### config.mk
export PLATFORM = sky130hd
export DESIGN_NAME = dd_cmd_decoder
export DESIGN_NICKNAME = d
export VERILOG_FILES = /design/src/hw/dd_pkg.sv /design/src/hw/dd_pin_if.sv /design/src/hw/dd_pin_sync.sv /design/src/hw/dd_cmd_decoder.sv
export VERILOG_INCLUDE_DIRS = /design/src /design/src/hw
export SDC_FILE = /design/constraint.sdc
export NUM_CORES = 1
export LEC_CHECK = 0
export ABC_AREA = 1
export BUFFER_PORTS_ARGS = -buffer_cell sky130_fd_sc_hd__buf_2
export CAP_MARGIN = 20
export CORE_AREA = 2 2 128 130
export DETAILED_ROUTE_END_ITERATION = 7
export DIE_AREA = 0 0 130 132
export HOLD_SLACK_MARGIN = 0.08
export PLACE_DENSITY = 0.81
export SLEW_MARGIN = 5
export SYNTH_ARGS = -nofsm -noshare
export SYNTH_HDL_FRONTEND = slang
export SYNTH_SLANG_ARGS = --single-unit
export TNS_END_PERCENT = 20
### constraint.sdc
create_clock -name hclk -period 6.41 [get_ports hclk]
set_clock_uncertainty 0.2 [all_clocks]
set_input_delay 1.282 -clock hclk [delete_from_list [all_inputs] [get_ports hclk]]
set_output_delay 1.282 -clock hclk [all_outputs]
set_load 0.05 [all_outputs]
### src/hw/dd_consts.svh
// register offsets, field positions, reset values and pin timing figures
// assumes inclusion by bare name from files that need the numbers
`ifndef DD_CONSTS_SVH
`define DD_CONSTS_SVH

`define DD_OFS_CTRL 8'h00
`define DD_OFS_OUT_A 8'h04
`define DD_OFS_OUT_B 8'h08
`define DD_OFS_STAGE_A 8'h0C
`define DD_OFS_STAGE_B 8'h10
`define DD_OFS_POWER 8'h14
`define DD_OFS_STATUS 8'h18
`define DD_OFS_LAST 8'h1C
`define DD_OFS_CMD 8'h20

`define DD_CTRL_LINK_EN 0
`define DD_CTRL_SW_ZERO 1
`define DD_CTRL_RESET 2'h1

`define DD_FR_CTL_HI 15
`define DD_FR_CTL_LO 13
`define DD_FR_PD 12
`define DD_FR_IMP_HI 11
`define DD_FR_IMP_LO 10
`define DD_FR_BITS 16
`define DD_CODE_BITS 12
`define DD_CODE_RESET 12'h000

`define DD_PWR_CH_STRIDE 4
`define DD_PWR_PD_BIT 2

`define DD_CLK_PERIOD_NS 100
`define DD_LINK_PERIOD_NS 800
`define DD_SYNC_PINS 5

`endif

### src/hw/dd_pkg.sv
// types shared by the serial command decoder and its pin synchroniser
// assumes dd_consts.svh for widths
`include "dd_consts.svh"

package dd_pkg;
    typedef logic [31:0] dd_word_t;
    typedef logic [`DD_CODE_BITS-1:0] dd_code_t;
    typedef logic [`DD_FR_BITS-1:0] dd_frame_t;

    typedef enum logic [1:0] {
        DD_IMP_FLOAT = 2'h0,
        DD_IMP_1K = 2'h1,
        DD_IMP_100K = 2'h2,
        DD_IMP_FLOAT_ALT = 2'h3
    } dd_imp_e;

    typedef enum logic [2:0] {
        DD_FR_IDLE = 3'h1,
        DD_FR_SHIFT = 3'h2,
        DD_FR_FULL = 3'h4
    } dd_frame_e;
endpackage

### src/hw/dd_pin_if.sv
// synchronised pin levels and edge pulses passed from the synchroniser to the decoder
// assumes both ends run on hclk
`timescale 1ns/1ps

interface dd_pin_if;
    logic fs_low;
    logic fs_fall;
    logic fs_rise;
    logic sck_fall;
    logic sdi_lvl;
    logic chain_lvl;
    logic zero_lvl;

    modport syncer (output fs_low, fs_fall, fs_rise, sck_fall, sdi_lvl, chain_lvl, zero_lvl);
    modport user (input fs_low, fs_fall, fs_rise, sck_fall, sdi_lvl, chain_lvl, zero_lvl);
endinterface

### src/hw/dd_pin_sync.sv
// two-flop synchronisers for the serial pins plus edge detection
// assumes pins are asynchronous to hclk and slow against it
`timescale 1ns/1ps
`include "dd_consts.svh"

module dd_pin_sync #(
    parameter int N = `DD_SYNC_PINS
) (
    // clock and reset
    input wire logic hclk,
    input wire logic hresetn,
    input wire logic ce,
    // raw pins: {async_zero_n, chain_enable, serial_in, serial_shift_clock, frame_select_n}
    input wire logic [N-1:0] pins,
    // synchronised view
    dd_pin_if.syncer sy
);
    import dd_pkg::*;

    logic [N-1:0] meta_reg;
    logic [N-1:0] sync_reg;
    logic [N-1:0] prev_reg;

    // first stage feeds only the second; edges compare stages two and three
    genvar i;
    generate
        for (i = 0; i < N; i++) begin : g_bit
            always_ff @(posedge hclk or negedge hresetn) begin
                if (!hresetn) begin
                    meta_reg[i] <= 1'b1;
                    sync_reg[i] <= 1'b1;
                    prev_reg[i] <= 1'b1;
                end else if (ce) begin
                    meta_reg[i] <= pins[i];
                    sync_reg[i] <= meta_reg[i];
                    prev_reg[i] <= sync_reg[i];
                end
            end
        end
    endgenerate

    assign sy.fs_low = ~sync_reg[0];
    assign sy.fs_fall = prev_reg[0] & ~sync_reg[0];
    assign sy.fs_rise = ~prev_reg[0] & sync_reg[0];
    assign sy.sck_fall = prev_reg[1] & ~sync_reg[1];
    assign sy.sdi_lvl = sync_reg[2];
    assign sy.chain_lvl = sync_reg[3];
    assign sy.zero_lvl = sync_reg[4];
endmodule

### src/hw/dd_cmd_decoder.sv
// serial command decoder and output register logic for a two-channel converter
// assumes an ahb-lite master on hclk and a host serial master on asynchronous pins
//
// Notes on behaviour
// - frame starts on frame_select_n falling edge
// - async_zero_n low zeroes output registers asynchronously
// - control 000 stages channel A only
// - control 001 stages channel B only
// - control 010 stages and outputs channel A
// - control 011 loads A, copies B staging
// - control 100 stages and outputs channel B
// - control 101 loads B, copies A staging
// - control 110 loads both channels with data
// - control 111 copies both staging to outputs
// - power-down bit set selects impedance from 11..10
// - load_select 00 or 11 powers down both
// - load_select 01 powers down channel A only
// - load_select 10 powers down channel B only
// - sixteen bits msb first on falling shift clock
// - chain mode shifts on, serial_out delayed sixteen
// - after clear, wait for next frame rise
//
// The AHB-Lite register port and the register addresses are this design's own decisions.
`timescale 1ns/1ps
`include "dd_consts.svh"

module dd_cmd_decoder (
    // clock, reset, clock enable
    input wire logic hclk,
    input wire logic hresetn,
    input wire logic ce,
    // ahb-lite slave
    input wire logic hsel,
    input wire logic [31:0] haddr,
    input wire logic [1:0] htrans,
    input wire logic hwrite,
    input wire logic [2:0] hsize,
    input wire dd_pkg::dd_word_t hwdata,
    input wire logic hready,
    output logic hreadyout,
    output logic hresp,
    output dd_pkg::dd_word_t hrdata,
    // serial link pins
    input wire logic frame_select_n,
    input wire logic serial_shift_clock,
    input wire logic serial_in,
    input wire logic chain_enable,
    input wire logic async_zero_n,
    output logic serial_out,
    output logic serial_out_oe,
    // converter side
    output dd_pkg::dd_code_t out_code_a,
    output dd_pkg::dd_code_t out_code_b,
    output logic power_down_a,
    output logic power_down_b,
    output dd_pkg::dd_imp_e impedance_a,
    output dd_pkg::dd_imp_e impedance_b
);
    import dd_pkg::*;

    dd_pin_if pin();

    dd_pin_sync #(
        .N(`DD_SYNC_PINS)
    ) u_sync (
        .hclk(hclk),
        .hresetn(hresetn),
        .ce(ce),
        .pins({async_zero_n, chain_enable, serial_in, serial_shift_clock, frame_select_n}),
        .sy(pin)
    );

    // software register state
    logic [1:0] ctrl_reg;
    dd_frame_t sw_cmd_reg;
    logic sw_pend_reg;
    logic ph_wr_reg;
    logic [7:0] ph_addr_reg;
    dd_word_t hrdata_reg;

    // link state
    dd_frame_e fr_state_reg;
    dd_frame_e fr_state_next;
    dd_frame_t shift_reg;
    logic [4:0] bit_cnt_reg;
    dd_frame_t last_reg;
    logic [7:0] exec_cnt_reg;
    logic [7:0] abort_cnt_reg;

    // channel state, index 0 is channel A
    dd_code_t stage_reg [2];
    dd_code_t out_reg [2];
    logic pd_reg [2];
    dd_imp_e imp_reg [2];

    // clear path: pin or software zero, combined with the bus reset.
    // the pin acts without hclk so the outputs drop even with the clock stopped
    logic zero_n;
    assign zero_n = hresetn & async_zero_n & ~ctrl_reg[`DD_CTRL_SW_ZERO];

    // bus decode
    logic acc;
    logic wr_word;
    logic wr_ctrl;
    logic wr_cmd;
    assign acc = hsel & htrans[1] & hready & ce;
    assign wr_word = hwrite & (hsize == 3'h2);
    assign wr_ctrl = ph_wr_reg & ce & (ph_addr_reg == `DD_OFS_CTRL);
    assign wr_cmd = ph_wr_reg & ce & (ph_addr_reg == `DD_OFS_CMD);

    // link events
    logic link_en;
    logic chain;
    logic shift_en;
    logic full_now;
    logic link_exec;
    logic link_abort;
    assign link_en = ctrl_reg[`DD_CTRL_LINK_EN];
    assign chain = pin.chain_lvl;
    assign full_now = (fr_state_reg == DD_FR_FULL);
    // in chain mode the register keeps shifting past sixteen bits
    assign shift_en = link_en & pin.sck_fall & pin.fs_low & ~pin.fs_fall
        & ((fr_state_reg == DD_FR_SHIFT) | (full_now & chain));
    assign link_exec = link_en & pin.fs_rise & full_now;
    assign link_abort = link_en & pin.fs_rise & (fr_state_reg == DD_FR_SHIFT);

    // one frame is executed per cycle; a link frame wins and a software frame waits
    logic exec;
    logic sw_exec;
    dd_frame_t frame;
    assign sw_exec = sw_pend_reg & ~link_exec & ce;
    assign exec = (link_exec | sw_exec) & ce;
    assign frame = link_exec ? shift_reg : sw_cmd_reg;

    // control decode happens only on the frame's completing cycle
    logic [2:0] ctl;
    logic [1:0] load_sel;
    logic pd_cmd;
    logic normal;
    dd_code_t data;
    dd_imp_e imp_sel;
    assign ctl = frame[`DD_FR_CTL_HI:`DD_FR_CTL_LO];
    assign load_sel = frame[`DD_FR_CTL_HI:`DD_FR_CTL_HI-1];
    assign pd_cmd = exec & frame[`DD_FR_PD];
    assign normal = exec & ~frame[`DD_FR_PD];
    assign data = frame[`DD_CODE_BITS-1:0];
    assign imp_sel = dd_imp_e'(frame[`DD_FR_IMP_HI:`DD_FR_IMP_LO]);

    logic [1:0] wr_stage;
    logic [1:0] out_data;
    logic [1:0] out_copy;
    logic [1:0] pd_hit;
    assign wr_stage[0] = normal & ((ctl == 3'h0) | (ctl == 3'h2) | (ctl == 3'h3) | (ctl == 3'h6));
    assign wr_stage[1] = normal & ((ctl == 3'h1) | (ctl == 3'h4) | (ctl == 3'h5) | (ctl == 3'h6));
    assign out_data[0] = normal & ((ctl == 3'h2) | (ctl == 3'h3) | (ctl == 3'h6));
    assign out_data[1] = normal & ((ctl == 3'h4) | (ctl == 3'h5) | (ctl == 3'h6));
    assign out_copy[0] = normal & ((ctl == 3'h5) | (ctl == 3'h7));
    assign out_copy[1] = normal & ((ctl == 3'h3) | (ctl == 3'h7));
    // 01 selects A only, 10 selects B only, 00 and 11 select both
    assign pd_hit[0] = pd_cmd & (load_sel != 2'h2);
    assign pd_hit[1] = pd_cmd & (load_sel != 2'h1);

    // frame state machine
    always_comb begin
        fr_state_next = fr_state_reg;
        unique case (fr_state_reg)
            DD_FR_IDLE: begin
                if (link_en & pin.fs_fall) begin
                    fr_state_next = DD_FR_SHIFT;
                end
            end
            DD_FR_SHIFT: begin
                if (pin.fs_rise | ~link_en) begin
                    fr_state_next = DD_FR_IDLE;
                end else if (shift_en & (bit_cnt_reg == 5'(`DD_FR_BITS - 1))) begin
                    fr_state_next = DD_FR_FULL;
                end
            end
            DD_FR_FULL: begin
                if (pin.fs_rise | ~link_en) begin
                    fr_state_next = DD_FR_IDLE;
                end
            end
            default: begin
                fr_state_next = DD_FR_IDLE;
            end
        endcase
    end

    // the clear also drops any frame in flight, so nothing updates before
    // a fresh frame ends with its rising edge
    always_ff @(posedge hclk or negedge zero_n) begin
        if (!zero_n) begin
            fr_state_reg <= DD_FR_IDLE;
        end else if (ce) begin
            fr_state_reg <= fr_state_next;
        end
    end

    always_ff @(posedge hclk or negedge zero_n) begin
        if (!zero_n) begin
            bit_cnt_reg <= 5'h00;
        end else if (ce) begin
            if (pin.fs_fall) begin
                bit_cnt_reg <= 5'h00;
            end else if (shift_en & (bit_cnt_reg != 5'(`DD_FR_BITS))) begin
                bit_cnt_reg <= bit_cnt_reg + 5'h01;
            end
        end
    end

    // msb arrives first and ends up at bit 15
    always_ff @(posedge hclk or negedge hresetn) begin
        if (!hresetn) begin
            shift_reg <= 16'h0000;
        end else if (ce & shift_en) begin
            shift_reg <= {shift_reg[`DD_FR_BITS-2:0], pin.sdi_lvl};
        end
    end

    // bit 15 holds the bit taken sixteen falling edges earlier
    assign serial_out = shift_reg[`DD_FR_BITS-1];
    assign serial_out_oe = chain;

    // per-channel registers
    genvar c;
    generate
        for (c = 0; c < 2; c++) begin : g_ch
            always_ff @(posedge hclk or negedge zero_n) begin
                if (!zero_n) begin
                    stage_reg[c] <= `DD_CODE_RESET;
                    out_reg[c] <= `DD_CODE_RESET;
                    pd_reg[c] <= 1'b0;
                    imp_reg[c] <= DD_IMP_FLOAT;
                end else if (ce) begin
                    if (wr_stage[c]) begin
                        stage_reg[c] <= data;
                    end
                    if (out_data[c]) begin
                        out_reg[c] <= data;
                    end else if (out_copy[c]) begin
                        out_reg[c] <= stage_reg[c];
                    end
                    if (pd_hit[c]) begin
                        pd_reg[c] <= 1'b1;
                        imp_reg[c] <= imp_sel;
                    end else if (out_data[c] | out_copy[c]) begin
                        pd_reg[c] <= 1'b0;
                    end
                end
            end
        end
    endgenerate

    assign out_code_a = out_reg[0];
    assign out_code_b = out_reg[1];
    assign power_down_a = pd_reg[0];
    assign power_down_b = pd_reg[1];
    assign impedance_a = imp_reg[0];
    assign impedance_b = imp_reg[1];

    // frame history counters survive the converter clear on purpose
    always_ff @(posedge hclk or negedge hresetn) begin
        if (!hresetn) begin
            last_reg <= 16'h0000;
            exec_cnt_reg <= 8'h00;
            abort_cnt_reg <= 8'h00;
        end else if (ce) begin
            if (exec) begin
                last_reg <= frame;
                exec_cnt_reg <= exec_cnt_reg + 8'h01;
            end
            if (link_abort) begin
                abort_cnt_reg <= abort_cnt_reg + 8'h01;
            end
        end
    end

    // bus address phase and data phase capture
    always_ff @(posedge hclk or negedge hresetn) begin
        if (!hresetn) begin
            ph_wr_reg <= 1'b0;
            ph_addr_reg <= 8'h00;
        end else if (ce) begin
            ph_wr_reg <= acc & wr_word;
            ph_addr_reg <= haddr[7:0];
        end
    end

    always_ff @(posedge hclk or negedge hresetn) begin
        if (!hresetn) begin
            ctrl_reg <= `DD_CTRL_RESET;
        end else if (wr_ctrl) begin
            ctrl_reg <= hwdata[1:0];
        end
    end

    // a software frame waits while a link frame executes; a new write wins
    always_ff @(posedge hclk or negedge hresetn) begin
        if (!hresetn) begin
            sw_cmd_reg <= 16'h0000;
            sw_pend_reg <= 1'b0;
        end else if (ce) begin
            if (wr_cmd) begin
                sw_cmd_reg <= hwdata[`DD_FR_BITS-1:0];
                sw_pend_reg <= 1'b1;
            end else if (sw_exec) begin
                sw_pend_reg <= 1'b0;
            end
        end
    end

    // read mux, sampled in the address phase
    dd_word_t rd_mux;
    dd_word_t pwr_word;
    dd_word_t stat_word;
    assign pwr_word = {24'h000000,
        1'b0, pd_reg[1], imp_reg[1],
        1'b0, pd_reg[0], imp_reg[0]};
    assign stat_word = {abort_cnt_reg, exec_cnt_reg,
        5'h00, sw_pend_reg, pin.zero_lvl, chain, fr_state_reg, bit_cnt_reg};

    always_comb begin
        rd_mux = 32'h00000000;
        unique case (haddr[7:0])
            `DD_OFS_CTRL: rd_mux = {30'h00000000, ctrl_reg};
            `DD_OFS_OUT_A: rd_mux = {20'h00000, out_reg[0]};
            `DD_OFS_OUT_B: rd_mux = {20'h00000, out_reg[1]};
            `DD_OFS_STAGE_A: rd_mux = {20'h00000, stage_reg[0]};
            `DD_OFS_STAGE_B: rd_mux = {20'h00000, stage_reg[1]};
            `DD_OFS_POWER: rd_mux = pwr_word;
            `DD_OFS_STATUS: rd_mux = stat_word;
            `DD_OFS_LAST: rd_mux = {16'h0000, last_reg};
            `DD_OFS_CMD: rd_mux = {16'h0000, sw_cmd_reg};
            default: rd_mux = 32'h00000000;
        endcase
    end

    always_ff @(posedge hclk or negedge hresetn) begin
        if (!hresetn) begin
            hrdata_reg <= 32'h00000000;
        end else if (acc & ~hwrite) begin
            hrdata_reg <= rd_mux;
        end
    end

    // no wait states while running; a frozen block holds the bus
    assign hreadyout = ce;
    assign hresp = 1'b0;
    assign hrdata = hrdata_reg;
endmodule

==> results of run 1 <==
## kinds of logic after synthesis
group,synth area share
AND/OR/NAND/NOR,0.274
flip-flops,0.519
buffers and inverters,0.0837
AO/OA/AOI/OAI,0.101
XOR/XNOR,0.0129
adder cells (fa/ha/maj),0.00710
multiplexers,0.00255
other,0.000425
## report_power, final
| group | switching (mW) | internal [mW] | leakage, nW |
|---|---|---|---|
| clock | 0.449 | 0.624 | 0.279 |
| combinational | 0.0979 | 0.0379 | 2.51 |
| sequential | 0.0176 | 1.18 | 2.37 |
## worst min-delay path, delay by kind of cell (launching register included)
kind / cells / cell delay [ns]
DFF: 1 / 0.37
and+or+nand+nor: 2 / 0.09
## per-layer routing
| layer | global-route usage | wire (µm) |
|---|---|---|
| met4 | 0.114 | 852 |
| met3 | 0.0714 | 2190 |
| met5 | 0 | 0 |
| met2 | 0.430 | 10400 |
| met1 | 0.384 | 9580 |
## path summary, 6_finish.rpt
kind / start / to / slack [ns] / depth (start not counted)
min reg2reg: u_sync.meta_reg[1]$_DFFE_PN1P_ / u_sync.meta_reg[1]$_DFFE_PN1P_ / 0.26 / 2
max in group asynchronous: hresetn / stage_reg[9]$_DFFE_PN0P_ / 3.87 / 4
max reg2reg: fr_state_reg[1]$_DFFE_PN0P_ / out_code_a[0]$_DFFE_PN0P_ / 3.12 / 10
min: u_sync.meta_reg[1]$_DFFE_PN1P_ / u_sync.meta_reg[1]$_DFFE_PN1P_ / 0.26 / 2
min in group asynchronous: ctrl_reg[1]$_DFFE_PN0P_ / fr_state_reg[2]$_DFFE_PN0P_ / 0.43 / 2
max: haddr[0] / hrdata[1]$_DFFE_PN0P_ / 2.65 / 10
## cells in the mapped netlist (3+ instances only)
cell type	number
nor3_2	3
nand3_1	75
inv_1	120
clkbuf_1	27
ha_1	5
nor2_1	44
xor2_1	13
nor3_1	5
nor3b_1	4
buf_2	14
nand2_4	5
nand3_2	3
o31ai_1	14
dfrtp_1	168
o21ai_1	18
inv_2	4
buf_6	4
dfstp_2	14
nand2_1	368
nand2_2	7
nand4_1	35
o21ai_0	123
buf_4	7
## final cells by class
class                   instances  share of cell area
flip-flops and latches        182               0.457
multi-input cells             741               0.351
repair buffers                110              0.0578
inverters                     125              0.0469
clock buffers                  21              0.0450
well taps                     216              0.0270
clock inverters                11              0.0151
==> summary.txt, run 1 <==
Clock-pin slew on the worst setup and hold paths: 0.06 ns
Final core utilization: 0.637
Post-synth ARST share: 1.00
CP max stage cell: nand2_1
Die X: 130 µm
Number of global-route vias before repair: 7356
# DRC: 0
Total CTS buffers: 17
Slew Viols, Final: 0
Overall power: 2.41 mW
Post-synth EDFFs: 0
Crit-path max cell delay: 0.84 ns
Synth area leaders: dfrtp_1 (48%), nand2_1 (16%), o21ai_0 (7.0%), inv_1 (5.1%), nand3_1 (4.3%)
Critical path launch point type: primary input
N_diodes: 0
Share of layout cells above drive strength 1: 0.155
Fin area: 0.0100 mm²
Total I/O pin count: 146
Hold-fix buffers at CTS: 0
Cell Area, Placed: 0.00940 mm²
Final cell count without fillers: 1406
Max cap viols: 0
Crit path max-delay family: simple AND/OR/NAND/NOR gates
Slew HR: 0.241
# clock sinks: 182
Area growth syn-to-layout: 13.5%
IO Port Bufs: 103
Final Hold Viols: 0
Final hold slack: 0.263 ns
Nets: 1262
DR pass1 iterations: 8
Synth unique cells: 36
Max FFs per register: 32
Most common cell after layout, fill and taps aside: nand2_1
CP arrival: 3.93 ns
Placed cells: 1374
CP most frequent cell: nand2_1
Die ar.: 0.0172 mm²
H-tree levels: 4
Iter 0 DRT Violations: 821
Synth area leader: dfrtp_1
Multi-input gate area: 0.00351 mm²
Syn Area/Cell: 8.02 µm²
Setup TNS: 0 ns
Post-synth top area share: 0.477
Final WS setup: 2.65 ns
GRT overflow: 0
Die H: 132 µm
Initial Util: 0.561
Ys Warns: 0
Crit path buffers/inverters: 2
Crit path max fanout: 24
Worst-path cell chain: buf_2 > inv_1 > nand2_1 > nor3_4 > nand2_1 > o21ai_0 > nor2_1 > nand3_1 > nand2_1 > nand2_1
Run status: completed
Hold Crit Class: reg2reg
Via-per-instance ratio: 5.50
CTS tree: yes
Synth Instances: 1100
# Post-CTS Setup Buffers: 0
Dpl ws: 2.30 ns
Routed Antenna Nets: 0
Register area: 0.00457 mm²
Clk_lat worst skew: 0.44 ns
Layout filler cell count: 1331
CTS root buf: clkbuf_16
PwrDens: 241 mW/mm²
Core area: 0.0157 mm²
Req. time, crit path: 6.58 ns
Via count: 7728
Endpoints failing setup: 0
WL/cell: 16.4 µm
Tcrit/Tclk final: 0.586
Mapped Area: 0.00882 mm²
Minimum clock period: 3.76 ns
Clock Tree Buf Depth: 2
Syn nets: 1185
CTS resizes: 0
Detailed Route WL: 23000 µm
Crit Path Category: in2reg
Most frequent cells in the layout: nand2_1 (368), dfrtp_1 (168), o21ai_0 (123)
Sequential fraction of the synthesis area: 0.519
Yosys reg bits: 182
Dominant synthesized flop cell: dfrtp_1
Hpwl dp: 15900 µm
Fmax: 266 MHz
First-pass GRT wire length: 37600 µm
Leakage power total: 5.16 nW
Total GRT Usage: 0.281
Placement Rows: 46
Critical path endpoint category: flip-flop
Least-Margin Pin Slew: 1.13 ns
RSZ-0062 raised after global routing: false
Largest net degree at the start of global routing: 69
Initial antenna violation count: 0
Placer congestion estimate: 0.962
Maximum VDD drop: 0.000201 V
Power figures use the tool's default switching activity.
==> run 2: changes to the inputs <==
==> constraint.sdc (replaced) <==
create_clock -name hclk -period 3.7 [get_ports hclk]
set_clock_uncertainty 0.2 [all_clocks]
set_input_delay 0.74 -clock hclk [delete_from_list [all_inputs] [get_ports hclk]]
set_output_delay 0.74 -clock hclk [all_outputs]
set_load 0.05 [all_outputs]
==> run 2 against run 1 <==
Critical path type is now reg2reg. Sequential cell count stayed put. Non-clock buffer count up 10. Final cell count up 0.71%. Final area grew 0.69%.
==> summary.txt, run 2 (synthesis results as in run 1) <==
Fmax: 351 MHz
Clock Tree Buf Depth: 2
Clock-pin slew on the worst setup and hold paths: 0.07 ns
First-pass GRT wire length: 37800 µm
Detailed Route WL: 23500 µm
Initial Util: 0.561
Overall power: 4.20 mW
Reg2reg end: stage_reg[3]$_DFFE_PN0P_
Total GRT Usage: 0.285
# Post-CTS Setup Buffers: 0
CTS tree: yes
Leakage power total: 5.23 nW
PwrDens: 417 mW/mm²
Slew HR: 0.329
IO Port Bufs: 103
Nets: 1272
Routed Antenna Nets: 0
Placer congestion estimate: 0.943
Largest net degree at the start of global routing: 63
Max cap viols: 0
Layout filler cell count: 1369
Run status: completed
HP Start: u_sync.meta_reg[1]$_DFFE_PN1P_
Most frequent cells in the layout: nand2_1 (368), dfrtp_1 (168), o21ai_0 (123)
Fin area: 0.0101 mm²
N_diodes: 0
Most common cell after layout, fill and taps aside: nand2_1
Via count: 7732
Die H: 132 µm
Die X: 130 µm
Dpl ws: 0.803 ns
Iter 0 DRT Violations: 778
Share of layout cells above drive strength 1: 0.164
Clk_lat worst skew: 0.44 ns
WL/cell: 16.6 µm
Initial antenna violation count: 0
Maximum VDD drop: 0.000339 V
Least-Margin Pin Slew: 1.00 ns
Final Hold Viols: 0
Setup TNS: 0 ns
Critical path endpoint category: flip-flop
CTS root buf: clkbuf_16
Hold Crit Class: reg2reg
Die ar.: 0.0172 mm²
Critical path launch point type: flip-flop
R2R cell count: 9
Total I/O pin count: 146
RR Startpoint: u_sync.sync_reg[0]$_DFFE_PN1P_
Tcrit/Tclk final: 0.771
Cell Area, Placed: 0.00947 mm²
Total CTS buffers: 17
# clock sinks: 182
DR pass1 iterations: 5
Hold-fix buffers at CTS: 0
Hpwl dp: 16600 µm
Slew Viols, Final: 0
Area growth syn-to-layout: 14.3%
Req. time, crit path: 3.79 ns
Via-per-instance ratio: 5.46
H-tree levels: 4
Crit Path Category: reg2reg
Max FFs per register: 32
Placement Rows: 46
Endpoints failing setup: 0
CP arrival: 2.94 ns
Core area: 0.0157 mm²
Final WS setup: 0.847 ns
Hold worst-path end: u_sync.meta_reg[1]$_DFFE_PN1P_
RSZ-0062 raised after global routing: false
# DRC: 0
Crit path max fanout: 35
GRT overflow: 0
Hold Crit Depth: 2
Reg2Reg Setup Slack: 0.85 ns
Number of global-route vias before repair: 7396
Minimum clock period: 2.85 ns
CTS resizes: 0
run 2: cell types whose count changed in the layout (fill, tap and decap cells not counted):
cell / change
inv_8: +1
bufinv_16: -1
buf_8: -1
clkinvlp_4: -4
inv_6: +7
clkbuf_1: -3
buf_4: +11
run 2: worst max path at each step:
| stage | startpoint | endpoint | slack [ns] | depth (start not counted) |
|---|---|---|---|---|
| floorplan | hresetn | bit_cnt_reg[0]$_DFFE_PN0P_ | 0.62 | 2 |
| global placement | haddr[7] | hrdata[2]$_DFFE_PN0P_ | 0.79 | 12 |
| detailed placement | haddr[7] | hrdata[2]$_DFFE_PN0P_ | 0.80 | 12 |
| CTS | u_sync.sync_reg[0]$_DFFE_PN1P_ | stage_reg[3]$_DFFE_PN0P_ | 0.90 | 9 |
| global route | u_sync.sync_reg[0]$_DFFE_PN1P_ | stage_reg[3]$_DFFE_PN0P_ | 0.65 | 9 |
| finish | u_sync.sync_reg[0]$_DFFE_PN1P_ | stage_reg[3]$_DFFE_PN0P_ | 0.85 | 9 |
run 2: report_power, final:
part           switching [mW]  internal, mW
Sequential             0.0312          2.05
Combinational           0.173        0.0680
Clock                   0.841          1.04
Total                    1.05          3.15
run 2: routing by layer:
| layer | wire, µm | global-route usage | up-vias |
|---|---|---|---|
| li1 | - | - | 3693 |
| met2 | 10800 | 0.445 | 362 |
| met5 | 0 | 0 | - |
| met3 | 2140 | 0.0739 | 61 |
| met1 | 9700 | 0.378 | 3616 |
| met4 | 865 | 0.119 | 0 |
run 2: through the flow:
stage,util,std cells,hold WS [ns]
5_1_grt,0.641,1416,0.284
6_report,0.641,1416,0.264
3_5_place_dp,0.603,1384,0.257
3_3_place_gp,0.603,1384,0.253
2_1_floorplan,-,1100,0.243
4_1_cts,0.641,1416,0.268
run 2: critical path, stage by stage (launching register included):
cell and delay [ns]:
dfstp_2 0.59, nand2_1 0.11, nor2_2 0.13, nand2_2 0.11
nand2_2 0.09, nand2_4 0.22, nor2_4 0.49, nand3_2 0.45
nand2_1 0.19, o21ai_0 0.11
run 2: final cells by class:
| type | instances | area [µm²] | area share |
|---|---|---|---|
| clock buffer | 18 | 439 | 0.0436 |
| tap | 216 | 270 | 0.0268 |
| inverter | 125 | 469 | 0.0466 |
| multi-input combinational | 741 | 3510 | 0.349 |
| clock inverter | 14 | 164 | 0.0163 |
| sequential | 182 | 4570 | 0.454 |
| timing repair buffer | 120 | 646 | 0.0641 |
==> run 3: changes to the inputs <==
--- a/config.mk
+++ b/config.mk
@@ -6,14 +6,14 @@
 export SDC_FILE = /design/constraint.sdc
 export NUM_CORES = 1
 export LEC_CHECK = 0
-export ABC_AREA = 1
+export ABC_AREA = 0
 export BUFFER_PORTS_ARGS = -buffer_cell sky130_fd_sc_hd__buf_2
 export CAP_MARGIN = 20
-export CORE_AREA = 2 2 128 130
+export CORE_AREA = 2 2 137 139
 export DETAILED_ROUTE_END_ITERATION = 7
-export DIE_AREA = 0 0 130 132
+export DIE_AREA = 0 0 139 141
 export HOLD_SLACK_MARGIN = 0.08
-export PLACE_DENSITY = 0.81
+export PLACE_DENSITY = 0.77
 export SLEW_MARGIN = 5
 export SYNTH_ARGS = -nofsm -noshare
 export SYNTH_HDL_FRONTEND = slang
==> constraint.sdc (replaced) <==
create_clock -name hclk -period 2.4 [get_ports hclk]
set_clock_uncertainty 0.2 [all_clocks]
set_input_delay 0.48 -clock hclk [delete_from_list [all_inputs] [get_ports hclk]]
set_output_delay 0.48 -clock hclk [all_outputs]
set_load 0.05 [all_outputs]
==> run 3 against run 2 <==
Via count fell by 6.0%. Global-route usage is 2.4 points lower. Final cell count down 15%. Final area increased by 9.5%. Critical path depth is 3 lower. Sequential power increased by 55%. Sequential cell count did not move. Clock power is 62% higher.
==> summary.txt, run 3 <==
Run status: completed
Via-per-instance ratio: 6.05
Critical path launch point type: flip-flop
Dpl ws: -0.0690 ns
Slew Viols, Final: 0
Largest net degree at the start of global routing: 64
# DRC: 0
Routed Antenna Nets: 0
Post-synth top area share: 0.466
Max FFs per register: 32
IO Port Bufs: 103
Post-synth ARST share: 1.00
Crit Path Category: reg2reg
Placer congestion estimate: 0.939
CP max stage cell: dfstp_2
Post-synth top cells: dfrtp_1 (168), nand2_1 (95), mux2_2 (80)
Clock Tree Buf Depth: 2
Most frequent cells in the layout: dfrtp_1 (168), buf_2 (102), nand2_1 (95)
RSZ-0062 raised after global routing: true
Reg2Reg Setup Slack: 0.02 ns
Yosys reg bits: 182
Core area: 0.0183 mm²
Placement Rows: 50
Leakage power total: 5.31 nW
Least-Margin Pin Slew: 0.781 ns
Worst-path cell chain: nand4bb_1 > nor2_4 > or3_1 > a21oi_4 > clkbuf_16 > mux2_1
N_diodes: 0
Synth area leaders: dfrtp_1 (47%), mux2_2 (10%), dfstp_2 (4.1%), nand2_1 (3.9%), mux2_4 (2.8%)
Endpoints failing setup: 0
Synth unique cells: 72
Hold Crit Class: in2reg
# clock sinks: 182
Clock-pin slew on the worst setup and hold paths: 0.07 ns
Total I/O pin count: 146
DR pass1 iterations: 6
WL/cell: 21.0 µm
Most common cell in the synthesized netlist: dfrtp_1
Final hold slack: 0.0862 ns
Via count: 7267
Die X: 139 µm
Critical path endpoint category: flip-flop
CP arrival: 2.50 ns
Clk_lat worst skew: 0.44 ns
Hpwl dp: 17400 µm
Fmax: 420 MHz
Ys Warns: 0
Syn Area/Cell: 11.2 µm²
Req. time, crit path: 2.52 ns
Synth Instances: 803
GRT overflow: 0
First-pass GRT wire length: 39700 µm
Initial antenna violation count: 0
Mapped Area: 0.00903 mm²
H-tree levels: 4
Syn nets: 888
Nets: 1041
PwrDens: 615 mW/mm²
Die ar.: 0.0196 mm²
Minimum clock period: 2.38 ns
Final Hold Viols: 0
Slew HR: 0.479
R2R cell count: 6
Most common cell after layout, fill and taps aside: dfrtp_1
Maximum VDD drop: 0.000502 V
Max cap viols: 0
Number of global-route vias before repair: 7112
CTS tree: yes
Sequential fraction of the synthesis area: 0.506
Total CTS buffers: 17
Dominant synthesized flop cell: dfrtp_1
Hold Crit Depth: 2
Die H: 141 µm
Iter 0 DRT Violations: 685
Final WS setup: 0.0193 ns
Area growth syn-to-layout: 22.2%
Setup TNS: 0 ns
Crit path max fanout: 10
Synth area leader: dfrtp_1
Post-synth EDFFs: 0
Total GRT Usage: 0.261
Overall power: 6.79 mW
Tcrit/Tclk final: 0.992
Initial Util: 0.494
Crit-path max cell delay: 0.57 ns
Share of layout cells above drive strength 1: 0.344
CTS root buf: clkbuf_16
Detailed Route WL: 25300 µm
[run 3: cells by family (layout without fill, tap and decap cells)]
family,Yosys count,in the layout,share of synthesized area
AOI/OAI and AO/OA,166,166,0.135
DFF,182,182,0.506
xor gates and xnor gates,14,14,0.0136
adders and majority gates,6,6,0.00804
and+or+nand+nor,224,224,0.128
muxes,132,132,0.168
buffers and inverters,78,243,0.0402
other,1,1,0.000415
[run 3: final timing paths]
| kind | from | endpoint |
|---|---|---|
| worst min-delay path | serial_in | u_sync.meta_reg[2]$_DFFE_PN1P_ |
| max in group asynchronous | hresetn | abort_cnt_reg[1]$_DFFE_PN0P_ |
| min in group asynchronous | ctrl_reg[1]$_DFFE_PN0P_ | out_code_b[0]$_DFFE_PN0P_ |
| worst max-delay path | u_sync.prev_reg[0]$_DFFE_PN1P_ | stage_reg[1]$_DFFE_PN0P_ |
| worst max register to register | u_sync.prev_reg[0]$_DFFE_PN1P_ | stage_reg[1]$_DFFE_PN0P_ |
| worst min register to register | ctrl_reg[1]$_DFFE_PN0P_ | out_code_b[0]$_DFFE_PN0P_ |
[run 3: timing repair]
item                                    CTS  global route
setup buffers                             0             1
hold buffers                             15             0
gates cloned                              0             1
endpoints found under the setup margin   44            14
pin swaps                                 0             3
hold endpoints to repair                104             0
resized for setup                         1             5
[run 3: per-stage QoR]
stage | instance area [µm²] | util | std cells
floorplan | 9040 | - | 803
global placement | 10200 | 0.558 | 1154
detailed placement | 10200 | 0.558 | 1154
CTS | 11000 | 0.601 | 1200
global route | 11000 | 0.604 | 1202
finish | 11000 | 0.604 | 1202
[run 3: cell type report]
class	instances	area, µm²
fill	1512	7230
sequential	182	4570
inverter	26	97.6
tap	234	293
timing repair buffer	186	1310
multi-input combinational	543	4120
clock buffer	18	439
clock inverter	13	196
[run 3: routing by layer]
metal / GRT usage / part of all wire / wire length (µm) / vias to the layer above
met2: 0.424 / 0.48 / 12100 / 382
li1: - / - / - / 3235
met5: 0 / 0 / 0 / -
met4: 0.107 / 0.038 / 965 / 0
met1: 0.345 / 0.41 / 10300 / 3561
met3: 0.0547 / 0.077 / 1940 / 89
[run 3: critical path, delay by kind of cell (launching register included)]
family | cells | cell delay [ns]
compound gates | 1 | 0.23
buf+inv | 1 | 0.21
flops | 1 | 0.57
mux | 1 | 0.32
simple gates | 3 | 0.75
[run 3: power by group]
group	internal (mW)	switching [mW]
clock network	1.78	1.25
registers	3.16	0.0602
logic	0.241	0.292
total	5.18	1.61
